**src/hdl/lmis_regs.vh**
```
/*
 * Constants of the legacy-mode execution helper: register offsets,
 * reset values, field positions and cycle counts.
 * Assumes inclusion by bare name from the helper's design files.
 */
`ifndef LMIS_REGS_VH
`define LMIS_REGS_VH

// Register offsets (byte addresses on the plain register port)
`define LMIS_CTRL_OFS       4'h0
`define LMIS_STAT_OFS       4'h4
`define LMIS_BCNT_OFS       4'h8

// Reset values
`define LMIS_CTRL_RST       1'h1
`define LMIS_STAT_RST       32'h000000D3
`define LMIS_BCNT_RST       16'h0000

// Status word field positions
`define LMIS_ST_MODE4       4
`define LMIS_ST_IRQ_MASK    7
`define LMIS_ST_FIQ_MASK    6
// User mode in either mode set: low four mode bits all zero
`define LMIS_MODE_USER_LOW  4'h0

// Instruction field positions
`define LMIS_F_SBIT         20
`define LMIS_F_LBIT         20
`define LMIS_F_PSR_BIT      22
`define LMIS_F_REGSHIFT     4
`define LMIS_F_IMM          25

// Program counter store offset and count of legacy top bits held zero
`define LMIS_PC_STORE_OFS   32'h00000008
`define LMIS_LEGACY_TOP     6

// Alternate compare/test form base cycle count
`define LMIS_ALT_BASE_CYC   3'h3

// Barrier encoding: comment field of a software-trap word
`define LMIS_IMB_CODE       24'hF00000

`endif

```
**src/hdl/lmis_core.v**
```verilog
/*
 * Legacy-mode instruction semantics helper of the core execute path:
 * barrier flush, program-counter store value, block-store base value,
 * undefined-form detection, legacy PC masking and status-updating forms.
 * Assumes one clock, a synchronous active-low reset, decode inputs from
 * logic on the same clock and a plain register port from software.
 */
// Behaviour
// - Barrier discards all retained instruction-stream state.
// - Base lowest in store list stores original.
// - Base not lowest stores unspecified value.
// - Stored program counter is instruction address plus 8.
// - Register-shift with PC operand is undefined.
// - Legacy modes hold top six PC bits zero.
// - Compare/test with destination 1111 is alternate form.
// - Alternate form computes result, suppresses normal flags.
// - Result bits copied to flags; masks, low two mode bits outside user mode.
// - Alternate form takes three cycles plus shift extras.
// - Legacy flag-setting write to PC updates status.
// - Legacy block load of PC with status updates.
`timescale 1ns/1ps
`include "lmis_regs.vh"
module lmis_core (
    input  wire        clk,
    input  wire        nrst,
    input  wire [3:0]  reg_addr,
    input  wire [31:0] reg_wdata,
    input  wire        reg_wr,
    input  wire        reg_rd,
    output reg  [31:0] reg_rdata,
    input  wire        ex_valid,
    output wire        ex_ready,
    input  wire [31:0] ex_instr,
    input  wire [31:0] ex_pc,
    input  wire [31:0] ex_op1,
    input  wire [31:0] ex_op2,
    input  wire [31:0] ex_result,
    input  wire [1:0]  ex_shift_extra,
    input  wire        ld_pc_valid,
    input  wire [31:0] ld_pc_data,
    input  wire        st_valid,
    input  wire [31:0] st_instr_pc,
    input  wire [3:0]  st_reg_idx,
    input  wire [31:0] st_reg_val,
    input  wire        st_block,
    input  wire        st_wb,
    input  wire [3:0]  st_base_idx,
    input  wire [15:0] st_list,
    input  wire [31:0] st_base_orig,
    output reg  [31:0] st_data,
    output reg         st_data_valid,
    input  wire [31:0] fetch_pc,
    output reg  [31:0] fetch_addr,
    output reg         flush,
    output reg         undef,
    output reg         pred_valid,
    input  wire        pred_load,
    output reg  [31:0] status_word,
    output wire        legacy_mode
);

////////////////////////////////////////////////////////////////////////////////
// Decode helpers

function is_dp;
    input [31:0] w;
    begin
        is_dp = (w[27:26] == 2'h0) && !(w[25] == 1'b0 && w[7] == 1'b1 && w[4] == 1'b1);
    end
endfunction

function is_cmp_op;
    input [31:0] w;
    begin
        is_cmp_op = is_dp(w) && (w[24:23] == 2'h2);
    end
endfunction

function is_reg_shift;
    input [31:0] w;
    begin
        is_reg_shift = is_dp(w) && !w[`LMIS_F_IMM] && w[`LMIS_F_REGSHIFT];
    end
endfunction

// Index of the lowest set bit of a register list
function [3:0] lowest_reg;
    input [15:0] list;
    integer i;
    begin
        lowest_reg = 4'hF;
        for (i = 15; i >= 0; i = i - 1) begin
            if (list[i]) begin
                lowest_reg = i[3:0];
            end
        end
    end
endfunction

////////////////////////////////////////////////////////////////////////////////
// Instruction classification

wire        user_any;
wire        take;
wire        dec_barrier;
wire        dec_alt;
wire        dec_dp_pc_s;
wire        dec_ldm_pc_s;
wire        dec_undef;
wire [2:0]  alt_cycles;

assign legacy_mode = !status_word[`LMIS_ST_MODE4];
assign user_any    = status_word[3:0] == `LMIS_MODE_USER_LOW;
assign take        = ex_valid && ex_ready;

assign dec_barrier = (ex_instr[27:24] == 4'hF) && (ex_instr[23:0] == `LMIS_IMB_CODE);

// Alternate form in every mode, keyed on destination field 1111
assign dec_alt = is_cmp_op(ex_instr) && ex_instr[`LMIS_F_SBIT]
               && (ex_instr[15:12] == 4'hF);

assign dec_dp_pc_s = is_dp(ex_instr) && !is_cmp_op(ex_instr)
                   && ex_instr[`LMIS_F_SBIT] && (ex_instr[15:12] == 4'hF);

assign dec_ldm_pc_s = (ex_instr[27:25] == 3'h4) && ex_instr[`LMIS_F_LBIT]
                    && ex_instr[`LMIS_F_PSR_BIT] && ex_instr[15];

// Register shift with the PC as a main operand, or a coprocessor
// register transfer sourced from the PC
assign dec_undef = (is_reg_shift(ex_instr)
                    && (ex_instr[19:16] == 4'hF || ex_instr[3:0] == 4'hF))
                 || (ex_instr[27:24] == 4'hE && !ex_instr[`LMIS_F_LBIT]
                     && ex_instr[4] && ex_instr[15:12] == 4'hF);

// Base count less one, since the issue cycle is the first
assign alt_cycles = `LMIS_ALT_BASE_CYC - 3'h1 + {1'b0, ex_shift_extra}
                  + {2'h0, is_reg_shift(ex_instr)};

////////////////////////////////////////////////////////////////////////////////
// Control register and barrier counter

reg         trap_en;
reg [15:0]  barrier_cnt;
reg [2:0]   alt_cnt;
reg         ldm_pending;

always @(posedge clk) begin
    if (!nrst) begin
        trap_en <= `LMIS_CTRL_RST;
    end else if (reg_wr && reg_addr == `LMIS_CTRL_OFS) begin
        trap_en <= reg_wdata[0];
    end
end

always @(posedge clk) begin
    if (!nrst) begin
        barrier_cnt <= `LMIS_BCNT_RST;
    end else if (take && dec_barrier) begin
        barrier_cnt <= barrier_cnt + 16'h0001;
    end
end

////////////////////////////////////////////////////////////////////////////////
// Barrier flush of retained instruction-stream state

always @(posedge clk) begin
    if (!nrst) begin
        flush      <= 1'b0;
        pred_valid <= 1'b0;
    end else begin
        flush <= take && dec_barrier;
        // Clear wins over a prediction arriving in the same cycle
        if (take && dec_barrier) begin
            pred_valid <= 1'b0;
        end else if (pred_load) begin
            pred_valid <= 1'b1;
        end
    end
end

// Fetch stalls while the barrier is flushing
assign ex_ready = (alt_cnt == 3'h0) && !flush;

////////////////////////////////////////////////////////////////////////////////
// Legacy program-counter masking

always @(posedge clk) begin
    if (!nrst) begin
        fetch_addr <= 32'h00000000;
    end else if (legacy_mode) begin
        fetch_addr <= {{`LMIS_LEGACY_TOP{1'b0}}, fetch_pc[25:0]};
    end else begin
        fetch_addr <= fetch_pc;
    end
end

////////////////////////////////////////////////////////////////////////////////
// Store data: program counter and block-store base

wire [31:0] pc_plus8;
wire [31:0] pc_store;

assign pc_plus8 = st_instr_pc + `LMIS_PC_STORE_OFS;
// Wrap past the legacy top is left to software
assign pc_store = legacy_mode
                ? {{`LMIS_LEGACY_TOP{1'b0}}, pc_plus8[25:0]}
                : pc_plus8;

always @(posedge clk) begin
    if (!nrst) begin
        st_data       <= 32'h00000000;
        st_data_valid <= 1'b0;
    end else begin
        st_data_valid <= st_valid;
        if (st_valid) begin
            if (st_reg_idx == 4'hF) begin
                st_data <= pc_store;
            end else if (st_block && st_wb && st_reg_idx == st_base_idx
                         && lowest_reg(st_list) == st_base_idx) begin
                st_data <= st_base_orig;
            end else begin
                // Base not lowest: whatever the register holds
                st_data <= st_reg_val;
            end
        end
    end
end

////////////////////////////////////////////////////////////////////////////////
// Undefined-form reporting

always @(posedge clk) begin
    if (!nrst) begin
        undef <= 1'b0;
    end else begin
        undef <= take && dec_undef && trap_en;
    end
end

////////////////////////////////////////////////////////////////////////////////
// Status-updating forms

wire [31:0] alt_result;
wire [31:0] upd_src;
wire [31:0] upd_status;
wire        alt_done;
wire        dp_upd;
wire        ldm_upd;

lmis_alu u_alu (
    .clk    (clk),
    .nrst   (nrst),
    .load   (take && dec_alt),
    .op     (ex_instr[22:21]),
    .op_a   (ex_op1),
    .op_b   (ex_op2),
    .result (alt_result)
);

assign alt_done = alt_cnt == 3'h1;
assign dp_upd   = take && dec_dp_pc_s && legacy_mode;
assign ldm_upd  = ld_pc_valid && ldm_pending;

assign upd_src = alt_done ? alt_result : (dp_upd ? ex_result : ld_pc_data);

lmis_stupd u_stupd (
    .cur_status (status_word),
    .value      (upd_src),
    .user_mode  (user_any),
    .new_status (upd_status)
);

always @(posedge clk) begin
    if (!nrst) begin
        alt_cnt <= 3'h0;
    end else if (take && dec_alt) begin
        alt_cnt <= alt_cycles;
    end else if (alt_cnt != 3'h0) begin
        alt_cnt <= alt_cnt - 3'h1;
    end
end

// Legacy block load of the PC with status: wait for the loaded word
always @(posedge clk) begin
    if (!nrst) begin
        ldm_pending <= 1'b0;
    end else if (take && dec_ldm_pc_s && legacy_mode) begin
        ldm_pending <= 1'b1;
    end else if (ld_pc_valid) begin
        ldm_pending <= 1'b0;
    end
end

// Hardware updates win over a software write in the same cycle
always @(posedge clk) begin
    if (!nrst) begin
        status_word <= `LMIS_STAT_RST;
    end else if (alt_done || dp_upd || ldm_upd) begin
        status_word <= upd_status;
    end else if (reg_wr && reg_addr == `LMIS_STAT_OFS) begin
        // Mode-set switches must be fenced by a barrier in software
        status_word <= reg_wdata;
    end
end

////////////////////////////////////////////////////////////////////////////////
// Register read port

always @(posedge clk) begin
    if (!nrst) begin
        reg_rdata <= 32'h00000000;
    end else if (reg_rd) begin
        case (reg_addr)
            `LMIS_CTRL_OFS: reg_rdata <= {31'h00000000, trap_en};
            `LMIS_STAT_OFS: reg_rdata <= status_word;
            `LMIS_BCNT_OFS: reg_rdata <= {16'h0000, barrier_cnt};
            default:        reg_rdata <= 32'h00000000;
        endcase
    end else begin
        reg_rdata <= 32'h00000000;
    end
end

endmodule // lmis_core

```
**src/hdl/lmis_alu.v**
```verilog
/*
 * Result unit of the alternate compare/test form: sum, difference,
 * exclusive-or or and-result of two operands, held in a register.
 * Assumes the caller pulses load with the operands valid.
 */
`timescale 1ns/1ps
module lmis_alu (
    input  wire        clk,
    input  wire        nrst,
    input  wire        load,
    input  wire [1:0]  op,
    input  wire [31:0] op_a,
    input  wire [31:0] op_b,
    output reg  [31:0] result
);

reg [31:0] next_result;

always @* begin
    case (op)
        2'h0:    next_result = op_a & op_b;   // test_bits_status_form
        2'h1:    next_result = op_a ^ op_b;   // test_equivalence_status_form
        2'h2:    next_result = op_a - op_b;   // compare_status_form
        2'h3:    next_result = op_a + op_b;   // compare_negative_status_form
        default: next_result = 32'h00000000;
    endcase
end

always @(posedge clk) begin
    if (!nrst) begin
        result <= 32'h00000000;
    end else if (load) begin
        result <= next_result;
    end
end

endmodule // lmis_alu

```
**src/hdl/lmis_stupd.v**
```verilog
/*
 * Status-word update mapper for legacy status-updating forms.
 * Assumes cur_status is the current status word and value the word
 * whose bits are copied; purely combinational.
 */
`timescale 1ns/1ps
`include "lmis_regs.vh"
module lmis_stupd (
    input  wire [31:0] cur_status,
    input  wire [31:0] value,
    input  wire        user_mode,
    output reg  [31:0] new_status
);

always @* begin
    new_status = cur_status;
    new_status[31:28] = value[31:28];
    if (!user_mode) begin
        new_status[`LMIS_ST_IRQ_MASK] = value[27];
        new_status[`LMIS_ST_FIQ_MASK] = value[26];
        new_status[1:0] = value[1:0];
    end
end

endmodule // lmis_stupd

```
**config.mk**
```make
export PLATFORM = sky130hd
export DESIGN_NAME = lmis_core
export DESIGN_NICKNAME = d
export VERILOG_FILES = /design/src/hdl/lmis_core.v /design/src/hdl/lmis_alu.v /design/src/hdl/lmis_stupd.v
export VERILOG_INCLUDE_DIRS = /design/src /design/src/hdl
export SDC_FILE = /design/constraint.sdc
export NUM_CORES = 1
export LEC_CHECK = 0
export BUFFER_PORTS_ARGS = -buffer_cell sky130_fd_sc_hd__buf_2
export CAP_MARGIN = 20
export CORE_AREA = 2 2 202 204
export DETAILED_ROUTE_END_ITERATION = 6
export DIE_AREA = 0 0 204 206
export PLACE_DENSITY = 0.44
export RECOVER_POWER = 25
export SLEW_MARGIN = 20
export SYNTH_ARGS = -nofsm -noshare
export SYNTH_HDL_FRONTEND = slang
export SYNTH_SLANG_ARGS = --single-unit
```
**constraint.sdc**
```tcl
create_clock -name clk -period 6.4 [get_ports clk]
set_input_delay 0.32 -clock clk [delete_from_list [all_inputs] [get_ports clk]]
set_output_delay 0.32 -clock clk [all_outputs]
set_load 0.01 [all_outputs]
```
==> flow_metrics.env, run 1 <==
export IMPL_status="complete, but fails checks"
export IMPL_violations="max-capacitance violations, max-slew violations"
export IMPL_swShare_pct=32.5
export IMPL_vias=9447
export IMPL_clk_latency_ns=0.44
export IMPL_hp_class="in -> reg"
export IMPL_tns_ns=0
export IMPL_cts_clk_slew_worst_paths_ns=0.07
export IMPL_grt_pass1_vias=9037
export IMPL_start_kind="input pin"
export IMPL_p_seq_share_pct=39.8
export IMPL_r2r_slack_ns=3.27
export IMPL_synth_nets=1514
export IMPL_cts_resized=0
export IMPL_antenna_found_initial=5
export IMPL_nFillCells=4417
export IMPL_min_from="fetch_pc[14]"
export IMPL_yosysTopAreaCell="dfxtp_1"
export IMPL_synthArstFlopShare_pct=0
export IMPL_grt_setup_unrepaired="false"
export IMPL_crit_required_ns=6.74
export IMPL_overflow=0
export IMPL_yosysWarningCount=0
export IMPL_hold_ws_ns=0.0786
export IMPL_p_int_mw=1.86
export IMPL_synthFlopType="dfxtp_1"
export IMPL_ys_types=75
export IMPL_reg2reg_depth=10
export IMPL_fin_crit_sh_pct=65.3
export IMPL_synth_avg_cell_area_sq_um=8.47
export IMPL_die_h_microns=206
export IMPL_mostFrequentLayoutCells="401 x buf_2, 161 x dfxtp_1, 119 x nand2_1"
export IMPL_worstPathCellList="buf_2 -> or4_4 -> or4_4 -> nor4_4 -> and3_4 -> nand2_4 -> nand2_1 -> xnor2_1 -> ha_1 -> nand3_1 -> nor4_1 -> o211ai_1 -> a21oi_1 -> o2111a_1 -> nor3_1 -> or4_1 -> and3_1"
export IMPL_start_util_pct=22.6
export IMPL_die_area_sq_um=42000
export IMPL_io_pins=526
export IMPL_maxCapViolCount=1
export IMPL_hold_path_end="fetch_addr[14]"
export IMPL_place_ws_ns=1.71
export IMPL_ys_ff_latch=161
export IMPL_netlist_area_leader_share_pct=35.5
export IMPL_coreArea_sq_um=40200
export IMPL_path_common_cell="or4_4"
export IMPL_hold_violations=0
export IMPL_vias_per_cell=4.63
export IMPL_p_sw_mw=0.893
export IMPL_worstPathMaxFanout=4
export IMPL_first_iter_violations=392
export IMPL_place_gp_congestion=0.851
export IMPL_ir_drop_mv=0.149
export IMPL_powerDensity_nw_per_um2=223
export IMPL_clock_sinks=161
export IMPL_max_freq_mhz=239
export IMPL_synth_edf_count=0
export IMPL_cp_top_family="simple AND/OR/NAND/NOR gates"
export IMPL_endpoint_kind="register"
export IMPL_drive_above_1_share_pct=31.0
export IMPL_drt_pre_antenna_iters=5
export IMPL_path_class="in -> reg"
export IMPL_worstReg2RegEnd="status_word[20]"
export IMPL_avgRoutedWirePerCell_microns=18.1
export IMPL_cp_num_buf_inv=1
export IMPL_synth_area_leaders="dfxtp_1 36%, ha_1 6.9%, nand2_1 4.9%, xnor2_1 4.2%, mux2i_1 3.9%"
export IMPL_reg2reg_from="alt_cnt[0]"
export IMPL_grtUsageTotal_pct=16.9
export IMPL_max_stage_delay_ns=0.57
export IMPL_power_leakage_nw=5.43
export IMPL_finalSetupViolCount=0
export IMPL_p_comb_share_pct=23.6
export IMPL_drc=0
export IMPL_yosysSeqAreaShare_pct=35.5
export IMPL_hpwlAfterDp_microns=30200
export IMPL_post_cts_setup_buffer_count=0
export IMPL_clockPowerShare_pct=36.6
export IMPL_grt_pass1_wl_microns=53800
export IMPL_nets=1936
export IMPL_crit_path_start="ex_op2[5]"
export IMPL_clock_root_buffer="clkbuf_16"
export IMPL_cts_buffers=17
export IMPL_whs_path_depth=2
export IMPL_fin_skew_ns=0.00727
export IMPL_relSlewSlack_pct=-67.2
export IMPL_setup_slack_ns=2.22
export IMPL_cts_htree_levels=4
export IMPL_fp_dieW_microns=204
export IMPL_arrival_ns=4.52
export IMPL_final_util_pct=30.7
export IMPL_cp_slowest_cell="or4_4"
export IMPL_postRouteAntennaNets=0
export IMPL_cts_tree="done"
export IMPL_syn_inst=1071
export IMPL_io_buffers=440
export IMPL_rows=74
export IMPL_layout_commonest_cell="buf_2"
export IMPL_syn_cell_area_sq_um=9070
export IMPL_grt_max_degree=56
export IMPL_wl_microns=36900
export IMPL_clock_path_buffers=2
export IMPL_drv_slew=57
export IMPL_power_mw=2.75
export IMPL_area_growth_pct=36.2
export IMPL_tightest_slew_ns=2.51
export IMPL_hold_buffers=0
export IMPL_min_period_ns=4.18
## power by group through the flow
stage | combinational (mW) | sequential, mW | clock (mW)
detailed placement | 0.656 | 1.12 | 0
floorplan | 0.340 | 1.13 | 0
finish | 0.648 | 1.10 | 1.01
CTS | 0.660 | 1.10 | 1.04
global placement | 0.652 | 1.12 | 0
global route | 0.726 | 1.10 | 1.08
## Yosys cell counts, types with 7 or more instances
cell and count:
and2_1 44, a21oi_1 69, nand2_1 119, nand2b_1 7
nand3_1 37, and3_1 21, nor3_1 18, mux2i_1 35
nand4_1 16, xnor2_1 44, nor2b_1 7, nand3b_1 8
xor2_1 30, clkbuf_1 37, o21ai_1 24, o21ai_0 43
o31ai_1 9, or4_1 8, nor2_1 79, ha_1 50
a21o_1 8, o221ai_1 8, nor4_1 16, inv_1 26
a211oi_1 8, dfxtp_1 161, a22oi_1 35
## stage by stage
stage,instances,area [sq um]
6_report,2041,12400
5_1_grt,2040,12400
4_1_cts,2038,12400
3_5_place_dp,2006,11800
3_3_place_gp,2006,11800
2_1_floorplan,1071,9070
## state kept, by name, indices dropped and copies added, names as in the netlist
name           cells
reg_rdata         32
fetch_addr        32
trap_en            1
pred_valid         1
barrier_cnt       16
undef              1
status_word       32
st_data           32
ldm_pending        1
st_data_valid      1
flush              1
u_alu.result       8
alt_cnt            3
## metal layers
| metal | global-route usage [%] | share of wire, % | up-vias |
|---|---|---|---|
| met5 | 0 | 0.084 | - |
| met4 | 4.17 | 0.96 | 4 |
| met3 | 3.52 | 5.7 | 22 |
| met2 | 26.6 | 44 | 308 |
| met1 | 23.6 | 49 | 4381 |
| li1 | - | - | 4732 |
## final cells by class
class                      count  area [sq um]  share of cell area (%)
antenna                        3          7.51                  0.0608
sequential                   161          3220                    26.1
clock buffer                  19           443                    3.58
inverter                      28           105                   0.851
multi-input combinational    835          5560                    45.0
timing repair buffer         450          2220                    18.0
tap                          532           666                    5.39
clock inverter                13           124                    1.00
## cells by family (layout without fill, tap and decap cells)
family / Yosys count / in the layout / synth area share, %
mux: 38 / 38 / 4.23
buf+inv: 75 / 510 / 3.32
fa+ha+maj: 51 / 51 / 7.12
xor+xnor: 74 / 74 / 7.14
simple gates: 414 / 414 / 23.8
compound gates: 258 / 258 / 18.9
flops: 161 / 161 / 35.5
other cells: 0 / 3 / 0
## worst max path at each step
stage,to,slack (ns),cells after the start
detailed placement,u_alu.result[31],1.71,17
floorplan,u_alu.result[31],2.37,15
global route,u_alu.result[31],1.85,17
global placement,u_alu.result[31],1.76,17
CTS,u_alu.result[31],2.20,17
finish,u_alu.result[31],2.22,17
No activity file was read; power rests on OpenSTA's default activity.
==> run 2: changes to the inputs <==
Clock period 6.4 ns to 4.3 ns, I/O delays scaled along.
==> run 2 against run 1 <==
  * The flow still finishes with violations (max-capacitance violations, max-slew violations)
  * Clock skew increased by 0.00068 ns
  * Clock-buffer cell count unchanged
  * Sequential share of layout area fell by 1.1 points
  * Non-clock buffer count up 57
  * Via count increased by 4.3%
  * Register-to-register slack worse by 2.1 ns
  * Core utilization up 1.4 points
  * Largest cell class unchanged
  * Largest power group unchanged
==> flow_metrics.env, run 2 (synthesis gave the netlist of run 1 again) <==
export IMPL_status="complete, but fails checks"
export IMPL_violations="max-capacitance violations, max-slew violations"
export IMPL_avgRoutedWirePerCell_microns=17.9
export IMPL_tightest_slew_ns=1.54
export IMPL_coreArea_sq_um=40200
export IMPL_fin_crit_sh_pct=89.8
export IMPL_worstPathCellList="buf_2 -> or4_4 -> or4_4 -> nor4_4 -> and3_4 -> a21oi_1 -> xor2_1 -> ha_1 -> nand4_1 -> nor4_1 -> buf_4 -> o211ai_1 -> a21oi_1 -> o2111a_1 -> nor3_1 -> or4_1 -> and3_1"
export IMPL_crit_path_start="ex_op2[5]"
export IMPL_die_area_sq_um=42000
export IMPL_cts_clk_slew_worst_paths_ns=0.07
export IMPL_p_seq_share_pct=38.9
export IMPL_hold_ws_ns=0.0217
export IMPL_fp_dieW_microns=204
export IMPL_cp_top_family="simple AND/OR/NAND/NOR gates"
export IMPL_grt_max_degree=48
export IMPL_mostFrequentLayoutCells="400 x buf_2, 161 x dfxtp_1, 119 x nand2_1"
export IMPL_cts_buffers=17
export IMPL_postRouteAntennaNets=0
export IMPL_cts_resized=0
export IMPL_maxCapViolCount=1
export IMPL_start_util_pct=22.6
export IMPL_area_growth_pct=42.4
export IMPL_drc=0
export IMPL_crit_required_ns=4.64
export IMPL_clock_root_buffer="clkbuf_16"
export IMPL_worstPathMaxFanout=4
export IMPL_grt_pass1_vias=9360
export IMPL_drv_slew=30
export IMPL_clk_latency_ns=0.44
export IMPL_p_sw_mw=1.32
export IMPL_vias_per_cell=4.70
export IMPL_max_freq_mhz=259
export IMPL_io_pins=526
export IMPL_overflow=0
export IMPL_finalSetupViolCount=0
export IMPL_power_mw=4.20
export IMPL_clockPowerShare_pct=37.1
export IMPL_cts_htree_levels=4
export IMPL_hp_class="in -> reg"
export IMPL_grt_setup_unrepaired="false"
export IMPL_max_stage_delay_ns=0.53
export IMPL_drive_above_1_share_pct=30.6
export IMPL_vias=9855
export IMPL_p_comb_share_pct=24.0
export IMPL_layout_commonest_cell="buf_2"
export IMPL_io_buffers=440
export IMPL_grtUsageTotal_pct=17.3
export IMPL_powerDensity_nw_per_um2=325
export IMPL_hpwlAfterDp_microns=30400
export IMPL_path_class="in -> reg"
export IMPL_hold_violations=0
export IMPL_min_period_ns=3.86
export IMPL_nets=1993
export IMPL_fin_skew_ns=0.00795
export IMPL_start_kind="input pin"
export IMPL_min_from="fetch_pc[13]"
export IMPL_power_leakage_nw=5.69
export IMPL_first_iter_violations=502
export IMPL_cp_slowest_cell="or4_4"
export IMPL_drt_pre_antenna_iters=5
export IMPL_postLayoutCellArea_sq_um=12900
export IMPL_swShare_pct=31.5
export IMPL_dpl_cell_area_sq_um=11900
export IMPL_rows=74
export IMPL_cts_tree="done"
export IMPL_clock_path_buffers=2
export IMPL_clock_sinks=161
export IMPL_cp_num_buf_inv=2
export IMPL_reg2reg_from="alt_cnt[0]"
export IMPL_ir_drop_mv=0.198
export IMPL_arrival_ns=4.20
export IMPL_grt_pass1_wl_microns=55100
export IMPL_place_gp_congestion=0.865
export IMPL_p_int_mw=2.88
export IMPL_antenna_found_initial=8
export IMPL_die_h_microns=206
export IMPL_endpoint_kind="register"
export IMPL_relSlewSlack_pct=-2.69
export IMPL_wl_microns=37500
[run 2: layout make-up]
class / instances / area [sq um]
timing repair buffer: 507 / 2770
multi-input combinational: 835 / 5560
tap: 532 / 666
clock buffer: 19 / 453
clock inverter: 13 / 141
sequential: 161 / 3220
fill: 4382 / 27300
antenna: 3 / 7.51
inverter: 28 / 105
[run 2: layer usage]
| layer | vias up | GRT usage, % | share of wire, % |
|---|---|---|---|
| met5 | - | 0 | 0.091 |
| met3 | 34 | 3.37 | 6.3 |
| met2 | 343 | 26.7 | 43 |
| li1 | 4855 | - | - |
| met1 | 4617 | 24.2 | 49 |
| met4 | 6 | 5.23 | 1.6 |
[run 2: worst paths after layout]
kind,endpoint,slack (ns),depth (start not counted)
worst max-delay path,u_alu.result[31],0.44,17
worst min-delay path,fetch_addr[13],0.02,2
worst max register to register,status_word[7],1.17,11
worst min register to register,st_data[6],0.45,2
[run 2: metrics by stage]
stage / TNS [ns] / cells / setup slack (ns) / util [%]
global placement: -0.00450 / 2017 / -0.00450 / 29.6
finish: 0 / 2098 / 0.437 / 32.2
CTS: 0 / 2095 / 0.461 / 32.3
detailed placement: -0.0154 / 2017 / -0.0154 / 29.6
floorplan: 0 / 1071 / 0.376 / -
global route: 0 / 2098 / 0.197 / 32.2
[run 2: power by group through the flow]
stage	clock network (mW)	logic (mW)	registers [mW]
floorplan	0	0.507	1.68
global placement	0	0.980	1.67
detailed placement	0	0.982	1.67
CTS	1.61	1.02	1.63
global route	1.67	1.12	1.64
finish	1.56	1.01	1.63
[run 2: repair_timing]
item	in CTS	in global routing
setup buffers	0	0
endpoints found under the hold margin	46	0
hold buffers	46	0
==> run 3: changes to the inputs <==
Settings changed: CELL_PAD_IN_SITES_DETAIL_PLACEMENT from default to 0, CELL_PAD_IN_SITES_GLOBAL_PLACEMENT from default to 2, CORE_AREA 2 2 202 204 to 2 2 204 206, DIE_AREA 0 0 204 206 to 0 0 206 208, PLACE_DENSITY 0.44 to 0.74.
==> run 3 against run 2 <==
  * The flow still finishes with violations (max-capacitance violations, max-slew violations)
  * Sequential power about the same
  * Register-to-register slack got worse by 0.02 ns
  * Cell count about the same
  * Worst setup slack improved by 0.046 ns
  * Sequential cell count unchanged
  * Clock-buffer cell count unchanged
  * Total power increased by 0.62%
  * Clock skew increased by 0.0027 ns
  * Sequential share of layout area increased by 0.051 points
  * Non-clock buffer count decreased by 3
  * Global-route usage increased by 0.46 points
  * Largest cell class unchanged
==> flow_metrics.env, run 3 (synthesis gave the netlist of run 1 again) <==
export IMPL_clock_sinks=161
export IMPL_place_gp_congestion=0.942
export IMPL_hpwlAfterDp_microns=32000
export IMPL_ir_drop_mv=0.205
export IMPL_die_h_microns=208
export IMPL_grtUsageTotal_pct=17.7
export IMPL_min_period_ns=3.82
export IMPL_drt_pre_antenna_iters=4
export IMPL_io_buffers=440
export IMPL_drive_above_1_share_pct=30.7
export IMPL_maxCapViolCount=1
export IMPL_setup_slack_ns=0.483
export IMPL_mostFrequentLayoutCells="400 x buf_2, 161 x dfxtp_1, 119 x nand2_1"
export IMPL_power_leakage_nw=5.67
export IMPL_crit_required_ns=4.65
export IMPL_vias=9689
export IMPL_hold_buffers=41
export IMPL_start_kind="input pin"
export IMPL_die_area_sq_um=42800
export IMPL_cts_buffers=17
export IMPL_cts_htree_levels=4
export IMPL_arrival_ns=4.16
export IMPL_status="complete, but fails checks"
export IMPL_place_ws_ns=0.00730
export IMPL_grt_setup_unrepaired="false"
export IMPL_first_iter_violations=463
export IMPL_hold_path_end="status_word[4]"
export IMPL_cts_clk_slew_worst_paths_ns=0.07
export IMPL_fp_dieW_microns=206
export IMPL_dpl_cell_area_sq_um=11900
export IMPL_antenna_found_initial=8
export IMPL_layout_commonest_cell="buf_2"
export IMPL_post_cts_setup_buffer_count=0
export IMPL_rows=74
export IMPL_start_util_pct=22.4
export IMPL_hp_class="in -> reg"
export IMPL_grt_max_degree=49
export IMPL_reg2reg_depth=9
export IMPL_nets=1990
export IMPL_clock_root_buffer="clkbuf_16"
export IMPL_finalSetupViolCount=0
export IMPL_r2r_slack_ns=1.15
export IMPL_cp_num_buf_inv=2
export IMPL_fin_crit_sh_pct=88.8
export IMPL_overflow=0
export IMPL_violations="max-capacitance violations, max-slew violations"
export IMPL_powerDensity_nw_per_um2=328
export IMPL_avgRoutedWirePerCell_microns=18.7
export IMPL_tightest_slew_ns=1.60
export IMPL_cts_tree="done"
export IMPL_grt_pass1_wl_microns=57100
export IMPL_max_freq_mhz=262
export IMPL_postRouteAntennaNets=0
export IMPL_whs_path_depth=3
export IMPL_hold_violations=0
export IMPL_endpoint_kind="register"
export IMPL_min_from="reg_wdata[4]"
export IMPL_drv_slew=35
export IMPL_postLayoutCellArea_sq_um=12900
export IMPL_fin_skew_ns=0.0106
export IMPL_worstPathMaxFanout=4
export IMPL_area_growth_pct=42.2
export IMPL_coreArea_sq_um=40600
export IMPL_worstPathCellList="buf_2 -> or4_4 -> or4_4 -> nor4_4 -> and3_4 -> a21oi_1 -> xor2_1 -> ha_1 -> nand4_1 -> nor4_1 -> buf_4 -> o211ai_1 -> a21oi_1 -> o2111a_1 -> nor3_1 -> or4_1 -> and3_1"
export IMPL_cp_slowest_cell="or4_4"
export IMPL_path_class="in -> reg"
export IMPL_reg2reg_from="alt_cnt[0]"
export IMPL_grt_pass1_vias=9453
export IMPL_clock_path_buffers=2
export IMPL_relSlewSlack_pct=-6.52
export IMPL_crit_path_start="ex_op2[5]"
export IMPL_cp_top_family="simple AND/OR/NAND/NOR gates"
export IMPL_max_stage_delay_ns=0.56
export IMPL_io_pins=526
export IMPL_vias_per_cell=4.62
export IMPL_worstReg2RegEnd="status_word[0]"
export IMPL_wl_microns=39200
export IMPL_drc=0
export IMPL_cts_resized=0
export IMPL_clk_latency_ns=0.44
-- run 3: cell types whose count changed in the layout (fill, tap and decap cells not counted), sizes merged --
cell / before / now
diode: 3 / 5
bufinv: 1 / 2
clkinv: 4 / 3
inv: 35 / 31
clkinvlp: 1 / 4
dlygate4sd3: 46 / 41
buf: 420 / 422
-- run 3: layout make-up --
class | count | area (sq um)
Clock buffer | 19 | 453
Antenna cell | 5 | 12.5
Tap cell | 532 | 666
Multi-Input combinational cell | 835 | 5560
Sequential cell | 161 | 3220
Fill cell | 4429 | 27700
Inverter | 28 | 105
Clock inverter | 12 | 148
Timing Repair Buffer | 504 | 2730
-- run 3: tightest hold or removal path, stage by stage --
cell and delay (ns):
buf_2 0.08, nand2_1 0.04, o211ai_1 0.09
-- run 3: report_power, final --
group	leakage (nW)	internal, mW	switching [mW]
clock	0.282	0.895	0.677
combinational	4.08	0.449	0.574
sequential	1.32	1.57	0.0569
total	5.67	2.92	1.31
-- run 3: worst max-delay path by stage --
stage	end	cells past startpoint
after global routing	u_alu.result[31]	17
final	u_alu.result[31]	17
after CTS	u_alu.result[31]	17
after detailed placement	u_alu.result[31]	17
after floorplan	u_alu.result[31]	15
after global placement	u_alu.result[31]	17
-- run 3: metal layers --
layer | GRT usage, % | wire [microns]
met4 | 3.79 | 303
met1 | 23.6 | 18300
met2 | 28.6 | 17500
met5 | 0 | 49
met3 | 4.70 | 3030
-- run 3: through the flow --
step | hold slack (ns) | std cells | utilization, % | setup TNS [ns] | power, mW
final | 0.0218 | 2096 | 31.8 | 0 | 4.22
after global routing | 0.00635 | 2094 | 31.8 | 0 | 4.45
after CTS | 0.00133 | 2091 | 31.9 | 0 | 4.28
after detailed placement | 0.424 | 2019 | 29.4 | 0 | 2.66
after global placement | 0.421 | 2019 | 29.4 | -0.0242 | 2.66
after floorplan | 0.340 | 1071 | - | 0 | 2.19
